File: src/shared/ibcw_pkg.sv
`default_nettype none
package ibcw_pkg;
  // Register map
  localparam logic [7:0] ADDR_CTRL2 = 8'h22;
  localparam logic [7:0] ADDR_SCRATCH = 8'h23;
  localparam logic [7:0] CTRL2_RESET = 8'h00;
  localparam logic [7:0] SCRATCH_RESET = 8'h00;
  // Field positions in the second link control register
  localparam int BIT_SEQ_ERR = 7;
  localparam int BIT_CLR_SEQ = 6;
  localparam int BIT_DLY_HI = 4;
  localparam int BIT_DLY_LO = 3;
  localparam int BIT_WR_BLOCK = 2;
  localparam int BIT_SPEEDUP = 1;
  localparam int BIT_WD_DIS = 0;
  // Clock
  localparam int CLK_HZ = 20_000_000;
  localparam int CLK_PERIOD_NS = 50;
  // SDA output delay: base plus one step per code
  localparam int SDA_DLY_BASE_NS = 350;
  localparam int SDA_DLY_STEP_NS = 50;
  localparam int SDA_DLY_BASE_CYC = (SDA_DLY_BASE_NS + CLK_PERIOD_NS - 1) / CLK_PERIOD_NS;
  localparam int SDA_DLY_STEP_CYC = (SDA_DLY_STEP_NS + CLK_PERIOD_NS - 1) / CLK_PERIOD_NS;
  localparam int SDA_DLY_MAX_CYC = SDA_DLY_BASE_CYC + 3 * SDA_DLY_STEP_CYC;
  // Watchdog intervals
  localparam int WD_SHORT_US = 50;
  localparam int WD_LONG_S = 1;
  localparam int WD_SHORT_CYC = WD_SHORT_US * (CLK_HZ / 1_000_000);
  localparam int WD_LONG_CYC = WD_LONG_S * CLK_HZ;
  localparam int WD_CNT_W = 25;
  // Bus recovery clocking
  localparam int RECOV_PULSES = 9;
  localparam int RECOV_HALF_NS = 5000;
  localparam int RECOV_HALF_CYC = RECOV_HALF_NS / CLK_PERIOD_NS;
  // Watchdog states, Gray along idle -> low -> high
  typedef enum logic [1:0] {
    WD_IDLE = 2'b00,
    WD_LOW = 2'b01,
    WD_HIGH = 2'b11
  } ibcw_wd_state_t;
endpackage : ibcw_pkg
`default_nettype wire

File: src/hdl/ibcw_sda_delay.sv
`default_nettype none
module ibcw_sda_delay (
  // Clock and reset
  input wire logic core_clk,
  input wire logic arst_n,
  // Undelayed drive request and delay code
  input wire logic sda_low_req,
  input wire logic [1:0] dly_code,
  // Delayed drive request
  output logic sda_low_dly
);
  localparam int DEPTH = ibcw_pkg::SDA_DLY_MAX_CYC;

  typedef struct packed {
    logic [DEPTH-1:0] line;
    logic out;
  } ibcw_dly_state_t;

  ibcw_dly_state_t s_q, s_d;
  int tap;

  always_comb begin
    tap = ibcw_pkg::SDA_DLY_BASE_CYC + int'(dly_code) * ibcw_pkg::SDA_DLY_STEP_CYC;
    s_d = s_q;
    s_d.line = {s_q.line[DEPTH-2:0], sda_low_req};
    // Output flop adds one cycle, so tap one position earlier
    s_d.out = s_q.line[tap - 2];
  end

  always_ff @(posedge core_clk or negedge arst_n) begin
    if (!arst_n) begin
      s_q <= '0;
    end else begin
      s_q <= s_d;
    end
  end

  assign sda_low_dly = s_q.out;
endmodule : ibcw_sda_delay
`default_nettype wire

File: src/hdl/ibcw_top.sv
`default_nettype none
module ibcw_top #(
  parameter int unsigned WD_LONG_CYCLES = ibcw_pkg::WD_LONG_CYC
) (
  // Clock and reset
  input wire logic core_clk,
  input wire logic arst_n,
  // Local register access port
  input wire logic reg_wr,
  input wire logic reg_rd,
  input wire logic reg_remote,
  input wire logic [7:0] reg_addr,
  input wire logic [7:0] reg_wdata,
  output logic [7:0] reg_rdata,
  output logic reg_wr_accept,
  output logic reg_wr_blocked,
  // Forward control channel
  input wire logic seq_err_evt,
  // Local I2C bus pins
  input wire logic scl_i,
  output logic scl_o,
  output logic scl_oe,
  input wire logic sda_i,
  output logic sda_o,
  output logic sda_oe,
  // I2C engine SDA drive request
  input wire logic sda_low_req,
  // Bus status and scratch register contents
  output logic bus_free,
  output logic bus_recovering,
  output logic [7:0] scratch_byte
);
  localparam logic [ibcw_pkg::WD_CNT_W-1:0] WD_SHORT_LIM = ibcw_pkg::WD_CNT_W'(ibcw_pkg::WD_SHORT_CYC);
  localparam logic [ibcw_pkg::WD_CNT_W-1:0] WD_LONG_LIM = ibcw_pkg::WD_CNT_W'(WD_LONG_CYCLES);
  localparam logic [7:0] HALF_LAST = 8'(ibcw_pkg::RECOV_HALF_CYC - 1);
  localparam logic [3:0] PULSE_LAST = 4'(ibcw_pkg::RECOV_PULSES - 1);

  typedef struct packed {
    logic seq_err;
    logic clr_bit;
    logic [1:0] sda_dly;
    logic wr_block;
    logic speedup;
    logic wd_dis;
    logic [7:0] scratch;
    logic scl_m;
    logic scl_s;
    logic scl_p;
    logic sda_m;
    logic sda_s;
    logic sda_p;
    logic [ibcw_pkg::WD_CNT_W-1:0] wd_cnt;
    ibcw_pkg::ibcw_wd_state_t st;
    logic [3:0] pulses;
    logic [7:0] half;
    logic bus_free;
    logic [7:0] rdata;
    logic blocked;
  } ibcw_state_t;

  ibcw_state_t s_q, s_d;
  logic sda_low_dly;

  function automatic logic [7:0] ctrl2_image(input ibcw_state_t s);
    logic [7:0] v;
    v = 8'h00;
    v[ibcw_pkg::BIT_SEQ_ERR] = s.seq_err;
    v[ibcw_pkg::BIT_CLR_SEQ] = s.clr_bit;
    v[ibcw_pkg::BIT_DLY_HI:ibcw_pkg::BIT_DLY_LO] = s.sda_dly;
    v[ibcw_pkg::BIT_WR_BLOCK] = s.wr_block;
    v[ibcw_pkg::BIT_SPEEDUP] = s.speedup;
    v[ibcw_pkg::BIT_WD_DIS] = s.wd_dis;
    return v;
  endfunction : ctrl2_image

  logic wr_ok;
  logic wr_ctrl2;
  logic bus_edge;
  logic [ibcw_pkg::WD_CNT_W-1:0] wd_lim;

  always_comb begin
    // Only this device's own register file is gated; pass-through traffic never reaches this port
    wr_ok = reg_wr && !(reg_remote && s_q.wr_block);
    wr_ctrl2 = wr_ok && (reg_addr == ibcw_pkg::ADDR_CTRL2);
    bus_edge = (s_q.scl_s != s_q.scl_p) || (s_q.sda_s != s_q.sda_p);
    wd_lim = s_q.speedup ? WD_SHORT_LIM : WD_LONG_LIM;

    s_d = s_q;
    s_d.blocked = reg_wr && !wr_ok;

    // Pin synchronisers and edge history
    s_d.scl_m = scl_i;
    s_d.scl_s = s_q.scl_m;
    s_d.scl_p = s_q.scl_s;
    s_d.sda_m = sda_i;
    s_d.sda_s = s_q.sda_m;
    s_d.sda_p = s_q.sda_s;

    if (wr_ctrl2) begin
      s_d.clr_bit = reg_wdata[ibcw_pkg::BIT_CLR_SEQ];
      s_d.sda_dly = reg_wdata[ibcw_pkg::BIT_DLY_HI:ibcw_pkg::BIT_DLY_LO];
      s_d.wr_block = reg_wdata[ibcw_pkg::BIT_WR_BLOCK];
      s_d.speedup = reg_wdata[ibcw_pkg::BIT_SPEEDUP];
      s_d.wd_dis = reg_wdata[ibcw_pkg::BIT_WD_DIS];
    end
    if (wr_ok && (reg_addr == ibcw_pkg::ADDR_SCRATCH)) begin
      s_d.scratch = reg_wdata;
    end

    // Set wins over a clear in the same cycle so no error is lost
    if (seq_err_evt) begin
      s_d.seq_err = 1'b1;
    end else if (wr_ctrl2 && reg_wdata[ibcw_pkg::BIT_CLR_SEQ]) begin
      s_d.seq_err = 1'b0;
    end

    if (reg_rd) begin
      if (reg_addr == ibcw_pkg::ADDR_CTRL2) begin
        s_d.rdata = ctrl2_image(s_q);
      end else if (reg_addr == ibcw_pkg::ADDR_SCRATCH) begin
        s_d.rdata = s_q.scratch;
      end else begin
        s_d.rdata = 8'h00;
      end
    end

    // Bus watchdog
    if (s_q.wd_dis) begin
      s_d.st = ibcw_pkg::WD_IDLE;
      s_d.wd_cnt = '0;
      s_d.bus_free = 1'b0;
    end else begin
      case (s_q.st)
        ibcw_pkg::WD_IDLE: begin
          if (bus_edge) begin
            s_d.wd_cnt = '0;
            s_d.bus_free = 1'b0;
          end else if (s_q.wd_cnt >= wd_lim - 1'b1) begin
            // Quiet for the full interval: decide free or hung by SDA level
            s_d.wd_cnt = '0;
            if (s_q.sda_s) begin
              s_d.bus_free = 1'b1;
            end else begin
              s_d.st = ibcw_pkg::WD_LOW;
              s_d.pulses = 4'h0;
              s_d.half = 8'h00;
            end
          end else begin
            s_d.wd_cnt = s_q.wd_cnt + 1'b1;
          end
        end
        ibcw_pkg::WD_LOW: begin
          if (s_q.half == HALF_LAST) begin
            s_d.half = 8'h00;
            s_d.st = ibcw_pkg::WD_HIGH;
          end else begin
            s_d.half = s_q.half + 8'h01;
          end
        end
        ibcw_pkg::WD_HIGH: begin
          // Clock stretching is not honoured while recovering a hung bus
          if (s_q.half == HALF_LAST) begin
            s_d.half = 8'h00;
            if (s_q.pulses == PULSE_LAST) begin
              s_d.st = ibcw_pkg::WD_IDLE;
              s_d.wd_cnt = '0;
            end else begin
              s_d.pulses = s_q.pulses + 4'h1;
              s_d.st = ibcw_pkg::WD_LOW;
            end
          end else begin
            s_d.half = s_q.half + 8'h01;
          end
        end
        default: begin
          s_d.st = ibcw_pkg::WD_IDLE;
        end
      endcase
    end
  end

  always_ff @(posedge core_clk or negedge arst_n) begin
    if (!arst_n) begin
      s_q <= '0;
      s_q.scratch <= ibcw_pkg::SCRATCH_RESET;
      s_q.scl_m <= 1'b1;
      s_q.scl_s <= 1'b1;
      s_q.scl_p <= 1'b1;
      s_q.sda_m <= 1'b1;
      s_q.sda_s <= 1'b1;
      s_q.sda_p <= 1'b1;
      s_q.st <= ibcw_pkg::WD_IDLE;
    end else begin
      s_q <= s_d;
    end
  end

  ibcw_sda_delay u_sda_delay (
    .core_clk(core_clk),
    .arst_n(arst_n),
    .sda_low_req(sda_low_req),
    .dly_code(s_q.sda_dly),
    .sda_low_dly(sda_low_dly)
  );

  assign reg_rdata = s_q.rdata;
  assign reg_wr_accept = wr_ok;
  assign reg_wr_blocked = s_q.blocked;
  assign scl_o = 1'b0;
  assign scl_oe = (s_q.st == ibcw_pkg::WD_LOW);
  assign sda_o = 1'b0;
  assign sda_oe = sda_low_dly;
  assign bus_free = s_q.bus_free;
  assign bus_recovering = (s_q.st != ibcw_pkg::WD_IDLE);
  assign scratch_byte = s_q.scratch;
endmodule : ibcw_top
`default_nettype wire

File: config.mk
export PLATFORM = sky130hd
export DESIGN_NAME = ibcw_top
export DESIGN_NICKNAME = d
export VERILOG_FILES = /design/src/shared/ibcw_pkg.sv /design/src/hdl/ibcw_sda_delay.sv /design/src/hdl/ibcw_top.sv
export SDC_FILE = /design/constraint.sdc
export NUM_CORES = 1
export LEC_CHECK = 0
export BUFFER_PORTS_ARGS = -buffer_cell sky130_fd_sc_hd__buf_2
export CAP_MARGIN = 20
export CORE_MARGIN = 2
export CORE_UTILIZATION = 55
export CTS_BUF_LIST = sky130_fd_sc_hd__clkbuf_4
export DETAILED_ROUTE_END_ITERATION = 8
export MAX_ROUTING_LAYER = met4
export PLACE_DENSITY_LB_ADDON = 0.15
export SLEW_MARGIN = 20
export SYNTH_ARGS = -nofsm -noshare
export SYNTH_HDL_FRONTEND = slang
export SYNTH_SLANG_ARGS = --single-unit
File: constraint.sdc
create_clock -name core_clk -period 4.9 [get_ports core_clk]
set_input_delay 0.49 -clock core_clk [delete_from_list [all_inputs] [get_ports core_clk]]
set_output_delay 0.49 -clock core_clk [all_outputs]
set_load 0.01 [all_outputs]
==> impl_metrics.xml, run 1 <==
<?xml version="1.0" encoding="UTF-8"?>
<metrics>
  <group name="logic_synthesis">
    <metric name="ys_dominant_reg_cell" unit="">dfrtp_1</metric>
    <metric name="async_reset_ff_frac" unit="">1.00</metric>
    <metric name="synth_warnings" unit="">0</metric>
    <metric name="number_of_enable_type_register_cells_in_the_synthesized_netlist" unit="">0</metric>
    <metric name="synth.yosys.seq_area_share" unit="">0.472</metric>
    <metric name="ys_seq_elements" unit="">81</metric>
    <metric name="netlist_instances" unit="">416</metric>
    <metric name="yosysUniqueCellTypes" unit="">55</metric>
    <metric name="post_synth_instance_area" unit="sq mm">0.00431</metric>
    <metric name="synth.largest_area_cell" unit="">dfrtp_1</metric>
    <metric name="fraction_of_post_synthesis_cell_area_in_the_top_cell_type_by_area" unit="">0.436</metric>
    <metric name="synth_area_leaders" unit="">dfrtp_1 (44%), ha_1 (6.1%), dfstp_2 (3.7%)</metric>
    <metric name="postSynthAreaPerCell" unit="sq um">10.4</metric>
  </group>
  <group name="finish">
    <metric name="share_of_post_route_cells_with_drive_strength_above_1" unit="">0.197</metric>
    <metric name="final_util" unit="">0.604</metric>
    <metric name="multi_input_comb_area" unit="sq mm">0.00202</metric>
    <metric name="diodes" unit="">0</metric>
    <metric name="area.sequential" unit="sq mm">0.00203</metric>
    <metric name="finalNonFillerCells" unit="">548</metric>
    <metric name="fillers" unit="">673</metric>
    <metric name="fin_nets" unit="">487</metric>
    <metric name="area.growth.synth_to_final" unit="%">7.32</metric>
    <metric name="finish.instance_area" unit="sq mm">0.00462</metric>
  </group>
  <group name="critical_path">
    <metric name="required" unit="ns">5.22</metric>
    <metric name="cp_data_arrival_time" unit="ns">3.38</metric>
    <metric name="timing_worst_setup_path_type" unit="">reg2reg</metric>
    <metric name="worst_setup_path_end_kind" unit="">flip-flop</metric>
    <metric name="crit_fanout" unit="">17</metric>
    <metric name="cp-start-kind" unit="">flip-flop</metric>
  </group>
  <group name="power">
    <metric name="power.density_cell_area" unit="mW/mm^2">254</metric>
    <metric name="report.power.total" unit="mW">1.17</metric>
    <metric name="power.leakage" unit="nW">2.14</metric>
    <metric name="max-vdd-ir-drop" unit="V">0.000124</metric>
  </group>
  <group name="floorplanning">
    <metric name="top_level_ports" unit="">49</metric>
    <metric name="die-height" unit="um">92.5</metric>
    <metric name="placement_rows" unit="">32</metric>
    <metric name="die_area" unit="sq mm">0.00855</metric>
    <metric name="starting_density_of_the_core" unit="">0.563</metric>
    <metric name="fp.dieW" unit="um">92.5</metric>
    <metric name="design.core.area" unit="sq mm">0.00765</metric>
  </group>
  <group name="sta">
    <metric name="fin_setup_tns" unit="ns">0</metric>
    <metric name="timing_worst_slew_pin_value" unit="ns">0.708</metric>
    <metric name="maxClockFrequency" unit="MHz">327</metric>
    <metric name="slew_violations" unit="">0</metric>
    <metric name="max_clock_skew" unit="ns">0.0195</metric>
    <metric name="finalCritPeriodShare" unit="">0.623</metric>
    <metric name="rsz0062_at_grt" unit="">false</metric>
    <metric name="setup_viol_count_final" unit="">0</metric>
    <metric name="finalHoldViolCount" unit="">0</metric>
    <metric name="finalWorstPathRequiredPeriod" unit="ns">3.06</metric>
    <metric name="maxSlewHeadroom" unit="">0.528</metric>
  </group>
  <group name="clock_tree">
    <metric name="cts-hold-fix-buffers" unit="">0</metric>
    <metric name="clock_tree.root_cell" unit="">clkbuf_4</metric>
    <metric name="ctsHtreeMaxLevel" unit="">3</metric>
    <metric name="clock_latency" unit="ns">0.43</metric>
    <metric name="tritoncts" unit="">done</metric>
    <metric name="numClockSinks" unit="">81</metric>
    <metric name="post-cts-setup-buffer-count" unit="">0</metric>
    <metric name="cts_max_path_buffers" unit="">2</metric>
    <metric name="cts_inserted_buffers" unit="">9</metric>
    <metric name="worst_setup_hold_path_clk_slew" unit="ns">0.13</metric>
    <metric name="cts_resized" unit="">0</metric>
  </group>
  <group name="grt">
    <metric name="grt_pass1_wl" unit="mm">14.8</metric>
    <metric name="antenna_found_initial" unit="">0</metric>
    <metric name="grt_usage" unit="">0.221</metric>
    <metric name="grt_pass1_vias" unit="">3098</metric>
    <metric name="grt_max_degree" unit="">82</metric>
    <metric name="overflow" unit="">0</metric>
  </group>
  <group name="route">
    <metric name="dr.pass1.iters" unit="">4</metric>
    <metric name="antenna_left" unit="">0</metric>
    <metric name="routed_wire_length_per_instance" unit="um">15.5</metric>
    <metric name="postRouteWirelength" unit="mm">8.49</metric>
    <metric name="detail_route.vias_per_cell" unit="">5.79</metric>
    <metric name="detail_route.drc_violations" unit="">0</metric>
    <metric name="drt_iter0_markers" unit="">137</metric>
    <metric name="dr_total_vias" unit="">3173</metric>
  </group>
  <group name="place">
    <metric name="dp.final_hpwl" unit="mm">6.08</metric>
    <metric name="placed_cells_incl_taps" unit="">532</metric>
    <metric name="dpl-instance-area" unit="sq mm">0.00448</metric>
    <metric name="number_of_i_o_port_buffers" unit="">46</metric>
    <metric name="gpl.final_weighted_congestion" unit="">0.841</metric>
  </group>
  <group name="min_path">
    <metric name="hp-class" unit="">in2async</metric>
  </group>
  <group name="job">
    <metric name="cap_violations" unit="">0</metric>
  </group>
  <group name="status">
    <metric name="outcome" unit="">finished clean</metric>
  </group>
</metrics>
## routing by layer
layer,wire (um),global-route usage
met5,0,-
met4,140,0.0821
met3,382,0.0317
met2,3960,0.337
met1,4010,0.305
## kinds of logic (layout without fill, tap and decap cells)
group	Yosys count	after routing	synth area share
DFF	81	81	0.472
and+or+nand+nor	145	145	0.179
adders and majority gates	21	21	0.0610
buffers and inverters	50	79	0.0601
muxes	22	22	0.0604
AOI/OAI and AO/OA	78	78	0.129
xor gates and xnor gates	18	18	0.0366
other	1	2	0.000871
## metrics by stage
step	hold WS [ns]	worst slack [ns]
floorplan	0.194	2.31
detailed placement	0.352	1.88
CTS	0.121	1.84
global route	0.109	1.58
global placement	0.346	1.98
finish	0.0754	1.84
## path summary, 6_finish.rpt
kind	start	endpoint	slack (ns)	depth (start not counted)
max	s_q[64]$_DFFE_PN0P_	s_q[14]$_DFFE_PN0P_	1.84	7
min	arst_n	s_q[19]$_DFFE_PN0P_	0.08	1
max reg2reg	s_q[64]$_DFFE_PN0P_	s_q[14]$_DFFE_PN0P_	1.84	7
min reg2reg	s_d[50]$_DFF_PN1_	s_d[49]$_DFF_PN1_	0.37	0
max in group asynchronous	arst_n	s_q[44]$_DFFE_PN0P_	4.33	1
min in group core_clk	scl_i	s_d[53]$_DFF_PN1_	0.15	1
## state kept, by name, summed over array words and instances (netlist names)
signal and cells:
s_d 4, u_sda_delay.sda_low_dly 1, reg_rdata 8, u_sda_delay.s_q 1, scratch_byte 8, u_sda_delay.s_d 9
s_q 48, bus_free 1, reg_wr_blocked 1
## cells in the mapped netlist (all sizes together) (3+ instances only)
master / instances
o31ai: 12
and4: 4
nor4: 9
a21o: 5
o21ai: 21
inv: 17
and4b: 3
xnor2: 12
nand3: 18
dfrtp: 75
dfstp: 6
nor2b: 6
mux2i: 8
nand4: 5
o22ai: 9
nor2: 39
nor3: 3
or3: 4
xor2: 6
buf: 22
ha: 21
a22o: 4
clkbuf: 11
a21oi: 5
and2: 3
nor4b: 4
nand2: 24
mux2: 12
nand2b: 4
and3: 10
or4: 3
## where the power goes
part	leakage [nW]	switching (mW)	internal, mW
Clock	0.0811	0.239	0.160
Combinational	0.995	0.0448	0.0319
Sequential	1.06	0.0131	0.685
Total	2.14	0.296	0.877
## layout by cell type, fill, tap and decap left out, drive strengths merged, types with 3 or more instances in the layout
cell type	netlist	layout
dfrtp	75	75
buf	22	46
nor2	39	39
nand2	24	24
o21ai	21	21
ha	21	21
inv	17	20
nand3	18	18
mux2	12	12
xnor2	12	12
o31ai	12	12
and3	10	10
nor4	9	9
o22ai	9	9
clkbuf	11	9
mux2i	8	8
nor2b	6	6
xor2	6	6
dfstp	6	6
a21o	5	5
a21oi	5	5
nand4	5	5
and4	4	4
a22o	4	4
nor4b	4	4
or3	4	4
nand2b	4	4
and4b	3	3
nor3	3	3
and2	3	3
or4	3	3
clkinv	0	3
## layout make-up
type / instances / share of cell area
well taps: 102 / 0.0276
clock inverters: 7 / 0.0162
clock buffers: 9 / 0.0146
flip-flops and latches: 81 / 0.440
inverters: 17 / 0.0138
repair buffers: 46 / 0.0512
multi-input cells: 286 / 0.436
## worst max-delay path, stage by stage (launching register included)
cell and delay [ns]:
dfrtp_1 0.54, ha_1 0.38, nand4bb_1 0.13, o22a_1 0.23, or4_1 0.47, o22a_1 0.40
or3_1 0.53, o31ai_1 0.27
Power figures use the tool's default switching activity.
==> run 2, diff against run 1 <==
--- a/config.mk
+++ b/config.mk
@@ -5,6 +5,7 @@
 export SDC_FILE = /design/constraint.sdc
 export NUM_CORES = 1
 export LEC_CHECK = 0
+export ABC_AREA = 1
 export BUFFER_PORTS_ARGS = -buffer_cell sky130_fd_sc_hd__buf_2
 export CAP_MARGIN = 20
 export CORE_MARGIN = 2
==> constraint.sdc (replaced) <==
create_clock -name core_clk -period 2.94 [get_ports core_clk]
set_input_delay 0.294 -clock core_clk [delete_from_list [all_inputs] [get_ports core_clk]]
set_output_delay 0.294 -clock core_clk [all_outputs]
set_load 0.01 [all_outputs]
==> impl_metrics.xml, run 2 <==
<?xml version="1.0" encoding="UTF-8"?>
<metrics>
  <group name="clock_tree">
    <metric name="worst_setup_hold_path_clk_slew" unit="ns">0.16</metric>
    <metric name="cts_max_path_buffers" unit="">2</metric>
    <metric name="clock_tree.root_cell" unit="">clkbuf_4</metric>
    <metric name="tritoncts" unit="">done</metric>
    <metric name="cts_resized" unit="">0</metric>
    <metric name="numClockSinks" unit="">81</metric>
    <metric name="cts-hold-fix-buffers" unit="">3</metric>
    <metric name="clock_latency" unit="ns">0.44</metric>
    <metric name="ctsHtreeMaxLevel" unit="">3</metric>
    <metric name="cts_inserted_buffers" unit="">9</metric>
    <metric name="post-cts-setup-buffer-count" unit="">0</metric>
  </group>
  <group name="logic_synthesis">
    <metric name="post_synth_instance_area" unit="sq mm">0.00480</metric>
    <metric name="ys_seq_elements" unit="">81</metric>
    <metric name="netlist_instances" unit="">604</metric>
    <metric name="yosys.area_share.xor_xnor" unit="">0.0255</metric>
    <metric name="async_reset_ff_frac" unit="">1.00</metric>
    <metric name="most_frequent_cell_after_synthesis" unit="">nand2_1</metric>
    <metric name="ys_dominant_reg_cell" unit="">dfrtp_1</metric>
    <metric name="synth.largest_area_cell" unit="">dfrtp_1</metric>
    <metric name="post_synth_most_frequent_cells" unit="">nand2_1 (133), nor2_1 (78), dfrtp_1 (75), inv_1 (62), nand3_1 (38)</metric>
    <metric name="synth_compound_gate_area_share" unit="">0.0795</metric>
    <metric name="synthAdderAreaFrac" unit="">0.0547</metric>
    <metric name="synth_warnings" unit="">0</metric>
    <metric name="number_of_enable_type_register_cells_in_the_synthesized_netlist" unit="">0</metric>
    <metric name="post_synth_and_or_nand_nor_area_fraction" unit="">0.314</metric>
    <metric name="post_synthesis_mux_area_share" unit="">0.00235</metric>
    <metric name="fraction_of_post_synthesis_cell_area_in_the_top_cell_type_by_area" unit="">0.391</metric>
    <metric name="synth_area_leaders" unit="">dfrtp_1 (39%), nand2_1 (10%), nor2_1 (6.1%)</metric>
    <metric name="synth.yosys.seq_area_share" unit="">0.424</metric>
    <metric name="yosysUniqueCellTypes" unit="">46</metric>
    <metric name="postSynthAreaPerCell" unit="sq um">7.95</metric>
    <metric name="synth_top_family_by_area" unit="">simple AND/OR/NAND/NOR gates</metric>
  </group>
  <group name="sta">
    <metric name="maxSlewHeadroom" unit="">0.524</metric>
    <metric name="fin_setup_tns" unit="ns">0</metric>
    <metric name="slew_violations" unit="">0</metric>
    <metric name="maxClockFrequency" unit="MHz">439</metric>
    <metric name="max_clock_skew" unit="ns">0.0305</metric>
    <metric name="setup_viol_count_final" unit="">0</metric>
    <metric name="timing.final.ws_setup" unit="ns">0.661</metric>
    <metric name="finalHoldViolCount" unit="">0</metric>
    <metric name="rsz0062_at_grt" unit="">false</metric>
    <metric name="worst_hold_margin" unit="ns">0.0291</metric>
    <metric name="timing_worst_slew_pin_value" unit="ns">0.714</metric>
    <metric name="finalWorstPathRequiredPeriod" unit="ns">2.28</metric>
    <metric name="finalCritPeriodShare" unit="">0.775</metric>
  </group>
  <group name="route">
    <metric name="detail_route.vias_per_cell" unit="">5.29</metric>
    <metric name="detail_route.drc_violations" unit="">0</metric>
    <metric name="dr_total_vias" unit="">3983</metric>
    <metric name="drt_iter0_markers" unit="">146</metric>
    <metric name="routed_wire_length_per_instance" unit="um">13.5</metric>
    <metric name="dr.pass1.iters" unit="">6</metric>
    <metric name="postRouteWirelength" unit="mm">10.2</metric>
    <metric name="antenna_left" unit="">0</metric>
  </group>
  <group name="power">
    <metric name="power.density_cell_area" unit="mW/mm^2">393</metric>
    <metric name="max-vdd-ir-drop" unit="V">0.000347</metric>
    <metric name="power.leakage" unit="nW">2.46</metric>
  </group>
  <group name="finish">
    <metric name="largest_register_ffs" unit="">48</metric>
    <metric name="most-common-layout-cells" unit="">nand2_1 (133), nor2_1 (78), dfrtp_1 (75), inv_1 (62), buf_2 (45)</metric>
    <metric name="area.sequential" unit="sq mm">0.00203</metric>
    <metric name="share_of_post_route_cells_with_drive_strength_above_1" unit="">0.180</metric>
    <metric name="diodes" unit="">0</metric>
    <metric name="regMostFlops" unit="">s_q</metric>
    <metric name="multi_input_comb_area" unit="sq mm">0.00229</metric>
    <metric name="fillers" unit="">768</metric>
    <metric name="most_common_library_cell_in_the_layout_ignoring_fill_and_taps" unit="">nand2_1</metric>
    <metric name="fin_nets" unit="">686</metric>
    <metric name="area.growth.synth_to_final" unit="%">7.69</metric>
  </group>
  <group name="critical_path">
    <metric name="cp-start-kind" unit="">flip-flop</metric>
    <metric name="critPathMostFrequentCell" unit="">a21oi_1</metric>
    <metric name="critical_path.cell_chain" unit="">inv_1 -&gt; ha_1 -&gt; nand2_1 -&gt; nor2_1 -&gt; a21oi_1 -&gt; a21oi_1 -&gt; nor2_2 -&gt; nand3_2 -&gt; nand2_4 -&gt; inv_4 -&gt; nor3_1</metric>
    <metric name="worst_path_buf_inv" unit="">2</metric>
    <metric name="timing_worst_setup_path_type" unit="">reg2reg</metric>
    <metric name="slowest_delay" unit="ns">0.62</metric>
    <metric name="cp_data_arrival_time" unit="ns">2.63</metric>
    <metric name="path_delay_family" unit="">simple AND/OR/NAND/NOR gates</metric>
    <metric name="worst_setup_path_end_kind" unit="">flip-flop</metric>
    <metric name="required" unit="ns">3.29</metric>
    <metric name="slowest_stage" unit="">dfrtp_1</metric>
    <metric name="crit_fanout" unit="">16</metric>
  </group>
  <group name="floorplanning">
    <metric name="design.core.area" unit="sq mm">0.00859</metric>
    <metric name="die-height" unit="um">97.4</metric>
    <metric name="top_level_ports" unit="">49</metric>
    <metric name="die_area" unit="sq mm">0.00949</metric>
    <metric name="fp.dieW" unit="um">97.4</metric>
    <metric name="starting_density_of_the_core" unit="">0.559</metric>
    <metric name="placement_rows" unit="">34</metric>
  </group>
  <group name="grt">
    <metric name="grt_usage" unit="">0.237</metric>
    <metric name="grt_pass1_vias" unit="">3924</metric>
    <metric name="grt_pass1_wl" unit="mm">18.0</metric>
    <metric name="antenna_found_initial" unit="">0</metric>
    <metric name="overflow" unit="">0</metric>
    <metric name="grt_max_degree" unit="">82</metric>
  </group>
  <group name="place">
    <metric name="gpl.final_weighted_congestion" unit="">0.894</metric>
    <metric name="number_of_i_o_port_buffers" unit="">46</metric>
    <metric name="preCtsSetupSlack" unit="ns">0.674</metric>
    <metric name="dp.final_hpwl" unit="mm">7.34</metric>
  </group>
  <group name="job">
    <metric name="cap_violations" unit="">0</metric>
  </group>
  <group name="min_path">
    <metric name="hp-class" unit="">in2reg</metric>
  </group>
  <group name="status">
    <metric name="outcome" unit="">finished clean</metric>
  </group>
</metrics>
[run 2: cell count changes after synthesis, moves of 11 or more]
cell,delta
nand3_1,+20
nand4_1,+17
nand2_1,+109
nor2_2,+15
inv_1,+45
a21oi_1,+17
mux2_2,-11
nor2_1,+39
[run 2: kinds of logic after synthesis]
family	Yosys count
AO/OA/AOI/OAI	68
XOR/XNOR	14
adder cells (fa/ha/maj)	21
buffers and inverters	98
flip-flops	81
multiplexers	1
other	1
AND/OR/NAND/NOR	320
[run 2: worst register-to-register path: cells and delay by family, from the launching register on]
family                     cells  cell delay [ns]
and+or+nand+nor                6             0.71
DFF                            1             0.62
AOI/OAI and AO/OA              2             0.33
adders and majority gates      1             0.32
buffers and inverters          2             0.25
[run 2: layer usage]
layer | global-route usage | share of wire | wire length [um]
met1 | 0.317 | 0.47 | 4810
met2 | 0.370 | 0.47 | 4740
met3 | 0.0439 | 0.047 | 481
met4 | 0.0759 | 0.014 | 145
met5 | - | 0 | 0
[run 2: path summary, 6_finish.rpt]
path / from / endpoint / slack (ns) / cells after the start
min: seq_err_evt / s_q[69]$_DFFE_PN0P_ / 0.03 / 2
max in group asynchronous: arst_n / reg_rdata[4]$_DFFE_PN0P_ / 2.01 / 2
min reg2reg: s_d[53]$_DFF_PN1_ / s_d[52]$_DFF_PN1_ / 0.37 / 0
max reg2reg: s_q[64]$_DFFE_PN0P_ / s_q[32]$_DFFE_PN0P_ / 0.66 / 11
min in group asynchronous: arst_n / s_q[25]$_DFFE_PN0P_ / 0.45 / 2
max: s_q[64]$_DFFE_PN0P_ / s_q[32]$_DFFE_PN0P_ / 0.66 / 11
[run 2: cell type report]
cell class              count  share of cell area
multi-input cells         426               0.444
repair buffers             53              0.0579
inverters                  69              0.0506
clock inverters             7              0.0148
flip-flops and latches     81               0.394
clock buffers               9              0.0131
well taps                 108              0.0261
[run 2: power breakdown]
part,switching [mW],internal [mW]
Combinational,0.108,0.0579
Sequential,0.0239,1.15
Clock,0.427,0.265
Total,0.559,1.47
[run 2: through the flow]
stage                     std cells  area (sq um)  total power, mW  utilization
after floorplan                 605          4800             1.30            -
after global placement          733          4980             1.35        0.580
after detailed placement        733          4980             1.36        0.580
after CTS                       752          5150             2.05        0.600
after global routing            753          5170             2.11        0.601
final                           753          5170             2.03        0.601
